File: src/common/rrx_defines.svh
// register offsets, field positions, reset values and timing counts of the
// remote receiver front end; included by the package user files by bare name
`ifndef RRX_DEFINES_SVH
`define RRX_DEFINES_SVH

// byte addresses on the apb bus, one aligned word each
`define RRX_OFF_COND 8'h00
`define RRX_OFF_CTRL 8'h04
`define RRX_OFF_STAT 8'h08
`define RRX_OFF_MASK 8'h0C

// input conditioning word
`define RRX_COND_POL_BIT 7
`define RRX_COND_NC_LSB 0
`define RRX_COND_NC_W 4

// completion control word
`define RRX_CTRL_MAX_LSB 0
`define RRX_CTRL_LOW_LSB 8
`define RRX_CTRL_EN_BIT 16

// status and mask words share the two flag bits; the busy bit is in status only
`define RRX_STAT_MAX_BIT 0
`define RRX_STAT_LOW_BIT 1
`define RRX_STAT_BUSY_BIT 2

// reset values
`define RRX_RST_POL 1'h0
`define RRX_RST_NC 4'h0
`define RRX_RST_THR 8'h00
`define RRX_RST_EN 1'h0
`define RRX_RST_FLAGS 2'h0
`define RRX_RST_MASK 2'h0

// clock cycles per threshold tick
`define RRX_TICK_CYCLES 1

`endif

File: src/common/rrx_pkg.sv
// types shared by the remote receiver front end
// assumes the defines header supplies all numeric constants
package rrx_pkg;

  // reception state, gray along idle -> receive -> idle
  typedef enum logic [0:0] {
    RRX_IDLE = 1'h0,
    RRX_RECV = 1'h1
  } rrx_state_t;

  // completion flags as held in status and mask
  typedef logic [1:0] rrx_flags_t;

endpackage : rrx_pkg

File: src/rtl/rrx_noise_filter.sv
// glitch filter for the conditioned remote input
// assumes raw_i is already synchronised to clk_i
module rrx_noise_filter #(
  parameter int unsigned W = 4
) (
  input wire logic clk_i,
  input wire logic reset_n_i,
  input wire logic [W-1:0] nc_i,
  input wire logic raw_i,
  output logic filt_o
);

  logic [W-1:0] cnt;
  logic [W-1:0] next_cnt;
  logic next_filt;

  // a new level must persist nc_i consecutive cycles before it is passed on
  always_comb begin
    next_cnt = '0;
    next_filt = filt_o;
    if (nc_i == '0) begin
      next_filt = raw_i;
    end else if (raw_i != filt_o) begin
      if (cnt == nc_i - W'(1)) begin
        next_filt = raw_i;
      end else begin
        next_cnt = cnt + W'(1);
      end
    end
  end

  // a pulse shorter than the window drops the count back to zero
  always_ff @(posedge clk_i) begin
    if (!reset_n_i) begin
      cnt <= '0;
      filt_o <= 1'b0;
    end else begin
      cnt <= next_cnt;
      filt_o <= next_filt;
    end
  end

endmodule : rrx_noise_filter

File: src/rtl/rrx_top.sv
// remote-control receiver front end: input sync, polarity, noise filter,
// end-of-reception detection, status/mask/interrupt and an apb slave
// assumes an apb master on clk_i and an asynchronous remote input pin
//
// Functional notes
// - bit 7 of the conditioning register inverts the remote input when set.
// - a noise field of zero or one passes the input unfiltered, any other value filters it.
// - the noise window is the field value times one sampling clock period.
// - with both completions enabled, the first one detected ends reception.
// - no falling edge within the max bit-cycle threshold is a max-cycle event.
// - a max-cycle event ends reception, raises the interrupt and sets its flag.
// - staying low longer than the low-width limit after a falling edge is an event.
// - a low-excess event ends reception and, unless a max-cycle event comes in the same cycle, raises the interrupt and sets its flag.
//
// Design decisions made here: the APB register port and the register offsets.
`include "rrx_defines.svh"

module rrx_top #(
  parameter int unsigned NC_W = `RRX_COND_NC_W,
  parameter int unsigned TICK_CYCLES = `RRX_TICK_CYCLES
) (
  input wire logic clk_i,
  input wire logic reset_n_i,
  input wire logic psel_i,
  input wire logic penable_i,
  input wire logic pwrite_i,
  input wire logic [7:0] paddr_i,
  input wire logic [31:0] pwdata_i,
  input wire logic [3:0] pstrb_i,
  input wire logic remote_in_i,
  output logic [31:0] prdata_o,
  output logic pready_o,
  output logic pslverr_o,
  output logic irq_o,
  output logic rx_active_o,
  output logic conditioned_o
);

  // tick divider width; kept at one bit even when every clock is a tick
  localparam int unsigned TW = (TICK_CYCLES > 1) ? $clog2(TICK_CYCLES) : 1;
  localparam logic [TW-1:0] TICK_LAST = TW'(TICK_CYCLES - 1);
  localparam logic [8:0] CNT_MAX = 9'h1FF;

  // ---- register state
  logic input_polarity_invert;
  logic [NC_W-1:0] noise_cancel;
  logic [7:0] max_bit_cycle_threshold;
  logic [7:0] low_width_limit;
  logic rx_enable;
  rrx_pkg::rrx_flags_t flags;
  rrx_pkg::rrx_flags_t irq_mask;
  logic next_input_polarity_invert;
  logic [NC_W-1:0] next_noise_cancel;
  logic [7:0] next_max_bit_cycle_threshold;
  logic [7:0] next_low_width_limit;
  logic next_rx_enable;
  rrx_pkg::rrx_flags_t next_flags;
  rrx_pkg::rrx_flags_t next_irq_mask;
  logic [31:0] next_prdata;
  logic next_pready;
  logic next_pslverr;
  logic next_irq;

  // ---- input path state
  logic sync1;
  logic sync2;
  logic sync3;
  logic level;
  logic next_level;
  logic cond_raw;
  logic next_cond_raw;
  logic filt;
  logic filt_d;

  // ---- completion state
  rrx_pkg::rrx_state_t state;
  rrx_pkg::rrx_state_t next_state;
  logic [TW-1:0] tick_cnt;
  logic [TW-1:0] next_tick_cnt;
  logic [8:0] bit_cnt;
  logic [8:0] next_bit_cnt;
  logic [8:0] low_cnt;
  logic [8:0] next_low_cnt;
  logic next_rx_active;

  // ---- helpers
  logic apb_done;
  logic wr;
  logic rd;
  logic tick;
  logic fall;
  logic max_hit;
  logic low_hit;
  rrx_pkg::rrx_flags_t evt;

  // writes and the status clear land only at the edge that completes a transfer
  assign apb_done = psel_i & penable_i & pready_o;
  assign wr = apb_done & pwrite_i;
  assign rd = apb_done & ~pwrite_i;
  assign tick = (tick_cnt == TICK_LAST);
  assign fall = filt_d & ~filt;

  // ---- input synchroniser: a change counts once stages two and three agree
  always_comb begin
    next_level = level;
    if (sync2 == sync3) begin
      next_level = sync3;
    end
    next_cond_raw = level ^ input_polarity_invert;
  end

  // the chain resets low; a resting high pin then rises, never taken as a start
  always_ff @(posedge clk_i) begin
    if (!reset_n_i) begin
      sync1 <= 1'b0;
      sync2 <= 1'b0;
      sync3 <= 1'b0;
      level <= 1'b0;
      cond_raw <= 1'b0;
    end else begin
      sync1 <= remote_in_i;
      sync2 <= sync1;
      sync3 <= sync2;
      level <= next_level;
      cond_raw <= next_cond_raw;
    end
  end

  // glitch filter on the polarity-corrected level
  rrx_noise_filter #(
    .W(NC_W)
  ) u_filter (
    .clk_i(clk_i),
    .reset_n_i(reset_n_i),
    .nc_i(noise_cancel),
    .raw_i(cond_raw),
    .filt_o(filt)
  );

  // ---- completion detection
  // counters are in ticks; they saturate so a stuck line cannot wrap back
  always_comb begin
    next_state = state;
    next_tick_cnt = tick ? '0 : tick_cnt + TW'(1);
    next_bit_cnt = bit_cnt;
    next_low_cnt = low_cnt;
    // limit of zero keeps that completion off
    max_hit = 1'b0;
    low_hit = 1'b0;
    evt = 2'h0;
    unique case (state)
      rrx_pkg::RRX_IDLE: begin
        next_bit_cnt = 9'h000;
        next_low_cnt = 9'h000;
        if (rx_enable && fall) begin
          next_state = rrx_pkg::RRX_RECV;
        end
      end
      rrx_pkg::RRX_RECV: begin
        max_hit = (max_bit_cycle_threshold != 8'h00) &&
                  (bit_cnt >= {1'b0, max_bit_cycle_threshold});
        low_hit = (low_width_limit != 8'h00) && !filt &&
                  (low_cnt > {1'b0, low_width_limit});
        if (fall) begin
          next_bit_cnt = 9'h000;
        end else if (tick && bit_cnt != CNT_MAX) begin
          next_bit_cnt = bit_cnt + 9'h001;
        end
        if (filt) begin
          next_low_cnt = 9'h000;
        end else if (tick && low_cnt != CNT_MAX) begin
          next_low_cnt = low_cnt + 9'h001;
        end
        // max-cycle wins a tie so exactly one cause is reported
        if (max_hit) begin
          evt[`RRX_STAT_MAX_BIT] = 1'b1;
          next_state = rrx_pkg::RRX_IDLE;
        end else if (low_hit) begin
          evt[`RRX_STAT_LOW_BIT] = 1'b1;
          next_state = rrx_pkg::RRX_IDLE;
        end else if (!rx_enable) begin
          next_state = rrx_pkg::RRX_IDLE;
        end
      end
    endcase
    next_rx_active = (next_state == rrx_pkg::RRX_RECV);
  end

  // a limit changed mid-reception counts from the next compare, so software
  // should set limits while rx enable is low
  always_ff @(posedge clk_i) begin
    if (!reset_n_i) begin
      state <= rrx_pkg::RRX_IDLE;
      tick_cnt <= '0;
      bit_cnt <= 9'h000;
      low_cnt <= 9'h000;
      filt_d <= 1'b0;
      rx_active_o <= 1'b0;
      conditioned_o <= 1'b0;
    end else begin
      state <= next_state;
      tick_cnt <= next_tick_cnt;
      bit_cnt <= next_bit_cnt;
      low_cnt <= next_low_cnt;
      filt_d <= filt;
      rx_active_o <= next_rx_active;
      conditioned_o <= filt;
    end
  end

  // ---- apb register file, one wait state on every access
  always_comb begin
    next_input_polarity_invert = input_polarity_invert;
    next_noise_cancel = noise_cancel;
    next_max_bit_cycle_threshold = max_bit_cycle_threshold;
    next_low_width_limit = low_width_limit;
    next_rx_enable = rx_enable;
    next_irq_mask = irq_mask;
    next_flags = flags;
    next_pready = psel_i & penable_i & ~pready_o;
    next_prdata = 32'h0000_0000;
    next_pslverr = 1'b0;
    // read data and error are staged for the cycle pready is high
    if (psel_i && penable_i && !pready_o) begin
      unique case (paddr_i)
        `RRX_OFF_COND: begin
          next_prdata[`RRX_COND_POL_BIT] = input_polarity_invert;
          next_prdata[`RRX_COND_NC_LSB +: NC_W] = noise_cancel;
        end
        `RRX_OFF_CTRL: begin
          next_prdata[`RRX_CTRL_MAX_LSB +: 8] = max_bit_cycle_threshold;
          next_prdata[`RRX_CTRL_LOW_LSB +: 8] = low_width_limit;
          next_prdata[`RRX_CTRL_EN_BIT] = rx_enable;
        end
        `RRX_OFF_STAT: begin
          next_prdata[1:0] = flags;
          next_prdata[`RRX_STAT_BUSY_BIT] = rx_active_o;
        end
        `RRX_OFF_MASK: begin
          next_prdata[1:0] = irq_mask;
        end
        default: begin
          next_pslverr = 1'b1;
        end
      endcase
    end
    if (wr && paddr_i == `RRX_OFF_COND && pstrb_i[0]) begin
      next_input_polarity_invert = pwdata_i[`RRX_COND_POL_BIT];
      next_noise_cancel = pwdata_i[`RRX_COND_NC_LSB +: NC_W];
    end
    if (wr && paddr_i == `RRX_OFF_CTRL) begin
      if (pstrb_i[0]) begin
        next_max_bit_cycle_threshold = pwdata_i[`RRX_CTRL_MAX_LSB +: 8];
      end
      if (pstrb_i[1]) begin
        next_low_width_limit = pwdata_i[`RRX_CTRL_LOW_LSB +: 8];
      end
      if (pstrb_i[2]) begin
        next_rx_enable = pwdata_i[`RRX_CTRL_EN_BIT];
      end
    end
    if (wr && paddr_i == `RRX_OFF_MASK && pstrb_i[0]) begin
      next_irq_mask = pwdata_i[1:0];
    end
    // read clears the status; a same-cycle event still lands
    if (rd && paddr_i == `RRX_OFF_STAT) begin
      next_flags = 2'h0;
    end
    next_flags = next_flags | evt;
    next_irq = |(next_flags & next_irq_mask);
  end

  // every bus output is a flop so the master samples settled values
  always_ff @(posedge clk_i) begin
    if (!reset_n_i) begin
      input_polarity_invert <= `RRX_RST_POL;
      noise_cancel <= `RRX_RST_NC;
      max_bit_cycle_threshold <= `RRX_RST_THR;
      low_width_limit <= `RRX_RST_THR;
      rx_enable <= `RRX_RST_EN;
      irq_mask <= `RRX_RST_MASK;
      flags <= `RRX_RST_FLAGS;
      prdata_o <= 32'h0000_0000;
      pready_o <= 1'b0;
      pslverr_o <= 1'b0;
      irq_o <= 1'b0;
    end else begin
      input_polarity_invert <= next_input_polarity_invert;
      noise_cancel <= next_noise_cancel;
      max_bit_cycle_threshold <= next_max_bit_cycle_threshold;
      low_width_limit <= next_low_width_limit;
      rx_enable <= next_rx_enable;
      irq_mask <= next_irq_mask;
      flags <= next_flags;
      prdata_o <= next_prdata;
      pready_o <= next_pready;
      pslverr_o <= next_pslverr;
      irq_o <= next_irq;
    end
  end

endmodule : rrx_top

File: config.mk
export PLATFORM = sky130hd
export DESIGN_NAME = rrx_top
export DESIGN_NICKNAME = d
export VERILOG_FILES = /design/src/common/rrx_pkg.sv /design/src/rtl/rrx_noise_filter.sv /design/src/rtl/rrx_top.sv
export VERILOG_INCLUDE_DIRS = /design/src /design/src/common
export SDC_FILE = /design/constraint.sdc
export NUM_CORES = 1
export LEC_CHECK = 0
export ABC_AREA = 1
export BUFFER_PORTS_ARGS = -buffer_cell sky130_fd_sc_hd__buf_4
export CAP_MARGIN = 30
export CORE_MARGIN = 10
export CORE_UTILIZATION = 25
export CTS_CLUSTER_SIZE = 28
export DETAILED_ROUTE_END_ITERATION = 8
export PLACE_DENSITY = 0.52
export RECOVER_POWER = 100
export SLEW_MARGIN = 20
export SYNTH_ARGS = -nofsm -noshare
export SYNTH_HDL_FRONTEND = slang
export SYNTH_SLANG_ARGS = --single-unit
File: constraint.sdc
create_clock -name clk_i -period 2.4 [get_ports clk_i]
set_input_delay 0.12 -clock clk_i [delete_from_list [all_inputs] [get_ports clk_i]]
set_output_delay 0.12 -clock clk_i [all_outputs]
set_load 0.1 [all_outputs]
==> summary.md <==
| Metric | Value |
|---|---|
| Global-route wire length before repair | `16000 um` |
| First drt pass iteration count | `4` |
| Hold path depth | `3` |
| Clock slew at reported path FFs | `0.06 ns` |
| Max Cap Viol | `0` |
| Mapped cell area | `3750 um^2` |
| Relative max-transition margin | `17.9%` |
| Worst Reg-to-Reg Cells | `15` |
| Min Hold Slack | `0.0203 ns` |
| Post-CTS Setup Bufs | `0` |
| ANT cells | `0` |
| Synth area leader | `dfxtp_1` |
| Clk_lat worst skew | `approximately 0.34 ns` |
| Synthesized instance count | `510` |
| Number of global-route vias before repair | `~3400` |
| Synthesis-to-finish area growth | `21.4%` |
| Iter 0 DRT Violations | `120` |
| Hold/Removal Path Class | `in2reg` |
| Avg Inst Size Synth | `~7.4 um^2` |
| CTS Buf Count | `9` |
| Synth Warn # | `0` |
| RSZ-0062 raised after global routing | `no` |
| Top FF cell, synth | `dfxtp_1` |
| RePlAce Congestion | `0.827` |
| CTS tree | `built` |
| Core Util, Final | `31.2%` |
| Grt ovf | `0` |
| Die width | `~140 um` |
| Setup crit start kind | `flip-flop` |
| Via count | `between 3000 and 4000` |
| Detailed-route wire length | `9520 um` |
| Data required, critical path | `2.64 ns` |
| Clk root buf | `clkbuf_16` |
| Worst VDD drop | `349 uV` |
| Clk sinks | `77` |
| EDFF count, synth | `0` |
| Final Cycle Share | `around nine tenths` |
| Max Fclk | `472 MHz` |
| WS Path Type | `reg2reg` |
| Crit path capture type | `flip-flop` |
| Residual DRC | `0` |
| Crit path DAT | `2.36 ns` |
| Leakage | `1.88 nW` |
| Synth cell types | `36` |
| Status | `finished, final reports clean` |
| Dpl hpwl | `7610 um` |
| Slew Viols, Final | `0` |
| Fraction of layout cells with a size suffix above 1 | `11.4%` |
| Synth top cells by count | `nand2_1, nor2_1, dfxtp_1` |
| Synth area leaders | `dfxtp_1, nand2_1, nor2_1` |
| Final setup violation count | `0` |
| Top cell type's share of synthesized area | `41.1%` |
| Seq cells post-synth | `77` |
| Core area | `14600 um^2` |
| Clock Path Buffers | `2` |
| Final Instance Area | `4550 um^2` |
| Clock skew | `0.00814 ns` |
| Register area share after synthesis | `41.1%` |
| Die ar. | `20300 um^2` |
| Placed cell areas | `4310 um^2` |
| Final Hold Vio Count | `0` |
| Port Buffer Count | `55` |
| Vias per inst | `4.29` |
| Post-route ant nets | `0` |
| Nets | `644` |
| IO Pins | `87` |
| Initial core utilization | `25.7%` |
| CP max FO | `5` |
| Ys async rst share | `0%` |
| Setup TNS | `0 ns` |
| DR WL/cell | `12.5 um` |
| Die Span Y | `142 um` |
| Top-count cell post-synth | `nand2_1` |
| GRT Overall Usage | `9.64%` |
| Pin count of the biggest net entering global routing | `24` |
| Pwr dens | `652 nW/um^2` |
| Initial antenna violation count | `0` |
| Final min period | `between 2 and 2.5 ns` |
| # rows | `44` |
| H-tree levels | `3` |
| Actual slew at the worst max-slew pin | `1.24 ns` |
-- worst paths after layout --
path	startpoint	endpoint	slack (ns)
setup / recovery	bit_cnt[1]$_SDFFE_PN0P_	bit_cnt[7]$_SDFFE_PN0P_	0.28
hold / removal	pwdata_i[6]	max_bit_cycle_threshold[6]$_SDFFE_PN0P_	0.02
setup reg to reg	bit_cnt[1]$_SDFFE_PN0P_	bit_cnt[7]$_SDFFE_PN0P_	0.28
hold reg to reg	sync1$_SDFF_PN0_	sync2$_SDFF_PN0_	0.43
-- per-layer routing --
layer  GRT usage (%)  part of all wire (%)  wire length (um)
met1            12.1                    51              4870
met5               0                     0                 0
met2            15.4                    43              4070
met4            2.40                  0.95                90
met3            3.34                   5.1               488
-- report_power, final --
part           internal (mW)  switching, mW  total, mW  leakage, nW
clock network          0.937          0.540       1.48        0.158
logic                 0.0450          0.161      0.206         1.10
registers               1.28        0.00199       1.28        0.621
total                   2.26          0.703       2.97         1.88
-- logic make-up (layout without fill, tap and decap cells) --
kind of cell	count (synthesis)	count (layout)	synth area share [%]
xor gates and xnor gates	7	7	1.64
other	1	16	0.100
AOI/OAI and AO/OA	75	75	10.4
buffers and inverters	97	149	11.5
and+or+nand+nor	231	231	27.9
adders and majority gates	22	22	7.34
DFF	77	77	41.1
-- cells in the final DEF (no fill, tap or decap), drive strengths merged --
| master | Yosys | final |
|---|---|---|
| buf | 18 | 33 |
| o21a | 1 | 1 |
| nand3 | 24 | 24 |
| a21oi | 41 | 41 |
| conb | 1 | 16 |
| clkbuf | 4 | 34 |
| clkinvlp | 0 | 1 |
| nor2 | 84 | 84 |
| bufinv | 0 | 2 |
| nor3 | 9 | 9 |
| clkinv | 0 | 3 |
| a221oi | 1 | 1 |
| dlygate4sd3 | 0 | 1 |
| o211ai | 1 | 1 |
| ha | 22 | 22 |
| inv | 75 | 75 |
| nor3b | 1 | 1 |
| o22ai | 2 | 2 |
| nand3b | 2 | 2 |
| a22oi | 1 | 1 |
| o21ai | 27 | 27 |
| nor4 | 3 | 3 |
| nand2 | 93 | 93 |
| dfxtp | 77 | 77 |
| xor2 | 2 | 2 |
| a211oi | 1 | 1 |
| xnor2 | 5 | 5 |
| or2 | 2 | 2 |
| nand4 | 13 | 13 |
-- worst max-delay path: stages (launching register included) --
cell     delay [ns]
dfxtp_1        0.38
ha_1           0.21
nand2_1        0.08
nor2_2         0.14
nand2_1        0.06
nor3_1         0.19
ha_1           0.19
inv_1          0.04
nand2_1        0.15
nand3_2        0.14
nand4_1        0.16
nor2_1         0.06
nand2_1        0.07
nand2_1        0.05
nand2_1        0.05
nor2_1         0.04
-- area by class of cell --
| type | instances | area (um^2) |
|---|---|---|
| Sequential cell | 77 | 1540 |
| Multi-Input combinational cell | 351 | 1820 |
| Fill cell | 1586 | 10000 |
| Timing Repair Buffer | 58 | 352 |
| Clock inverter | 6 | 86.3 |
| Clock buffer | 10 | 239 |
| Tap cell | 184 | 230 |
| Inverter | 75 | 282 |
-- registers in the layout, indices dropped and copies added (netlist names), 2 cells and up --
register and flops:
bit_cnt 9, low_cnt 9, low_width_limit 8, prdata_o 17
noise_cancel 4, irq_mask 2, flags 2, u_filter.cnt 4
max_bit_cycle_threshold 8
-- per-stage QoR --
step / worst slack, ns / total power, mW / cells
2_1_floorplan: 0.368 / 1.48 / 525
3_3_place_gp: 0.213 / 1.52 / 744
3_5_place_dp: 0.179 / 1.52 / 744
4_1_cts: 0.156 / 3.00 / 761
5_1_grt: 0.00126 / 3.06 / 761
6_report: 0.281 / 2.97 / 761
-- repair_timing --
item / CTS / global route
hold endpoints to repair: 1 / 0
setup endpoints to repair: 0 / 2
hold buffers: 1 / 0
resized for setup: 0 / 6
No activity file was read; power rests on OpenSTA's default activity.
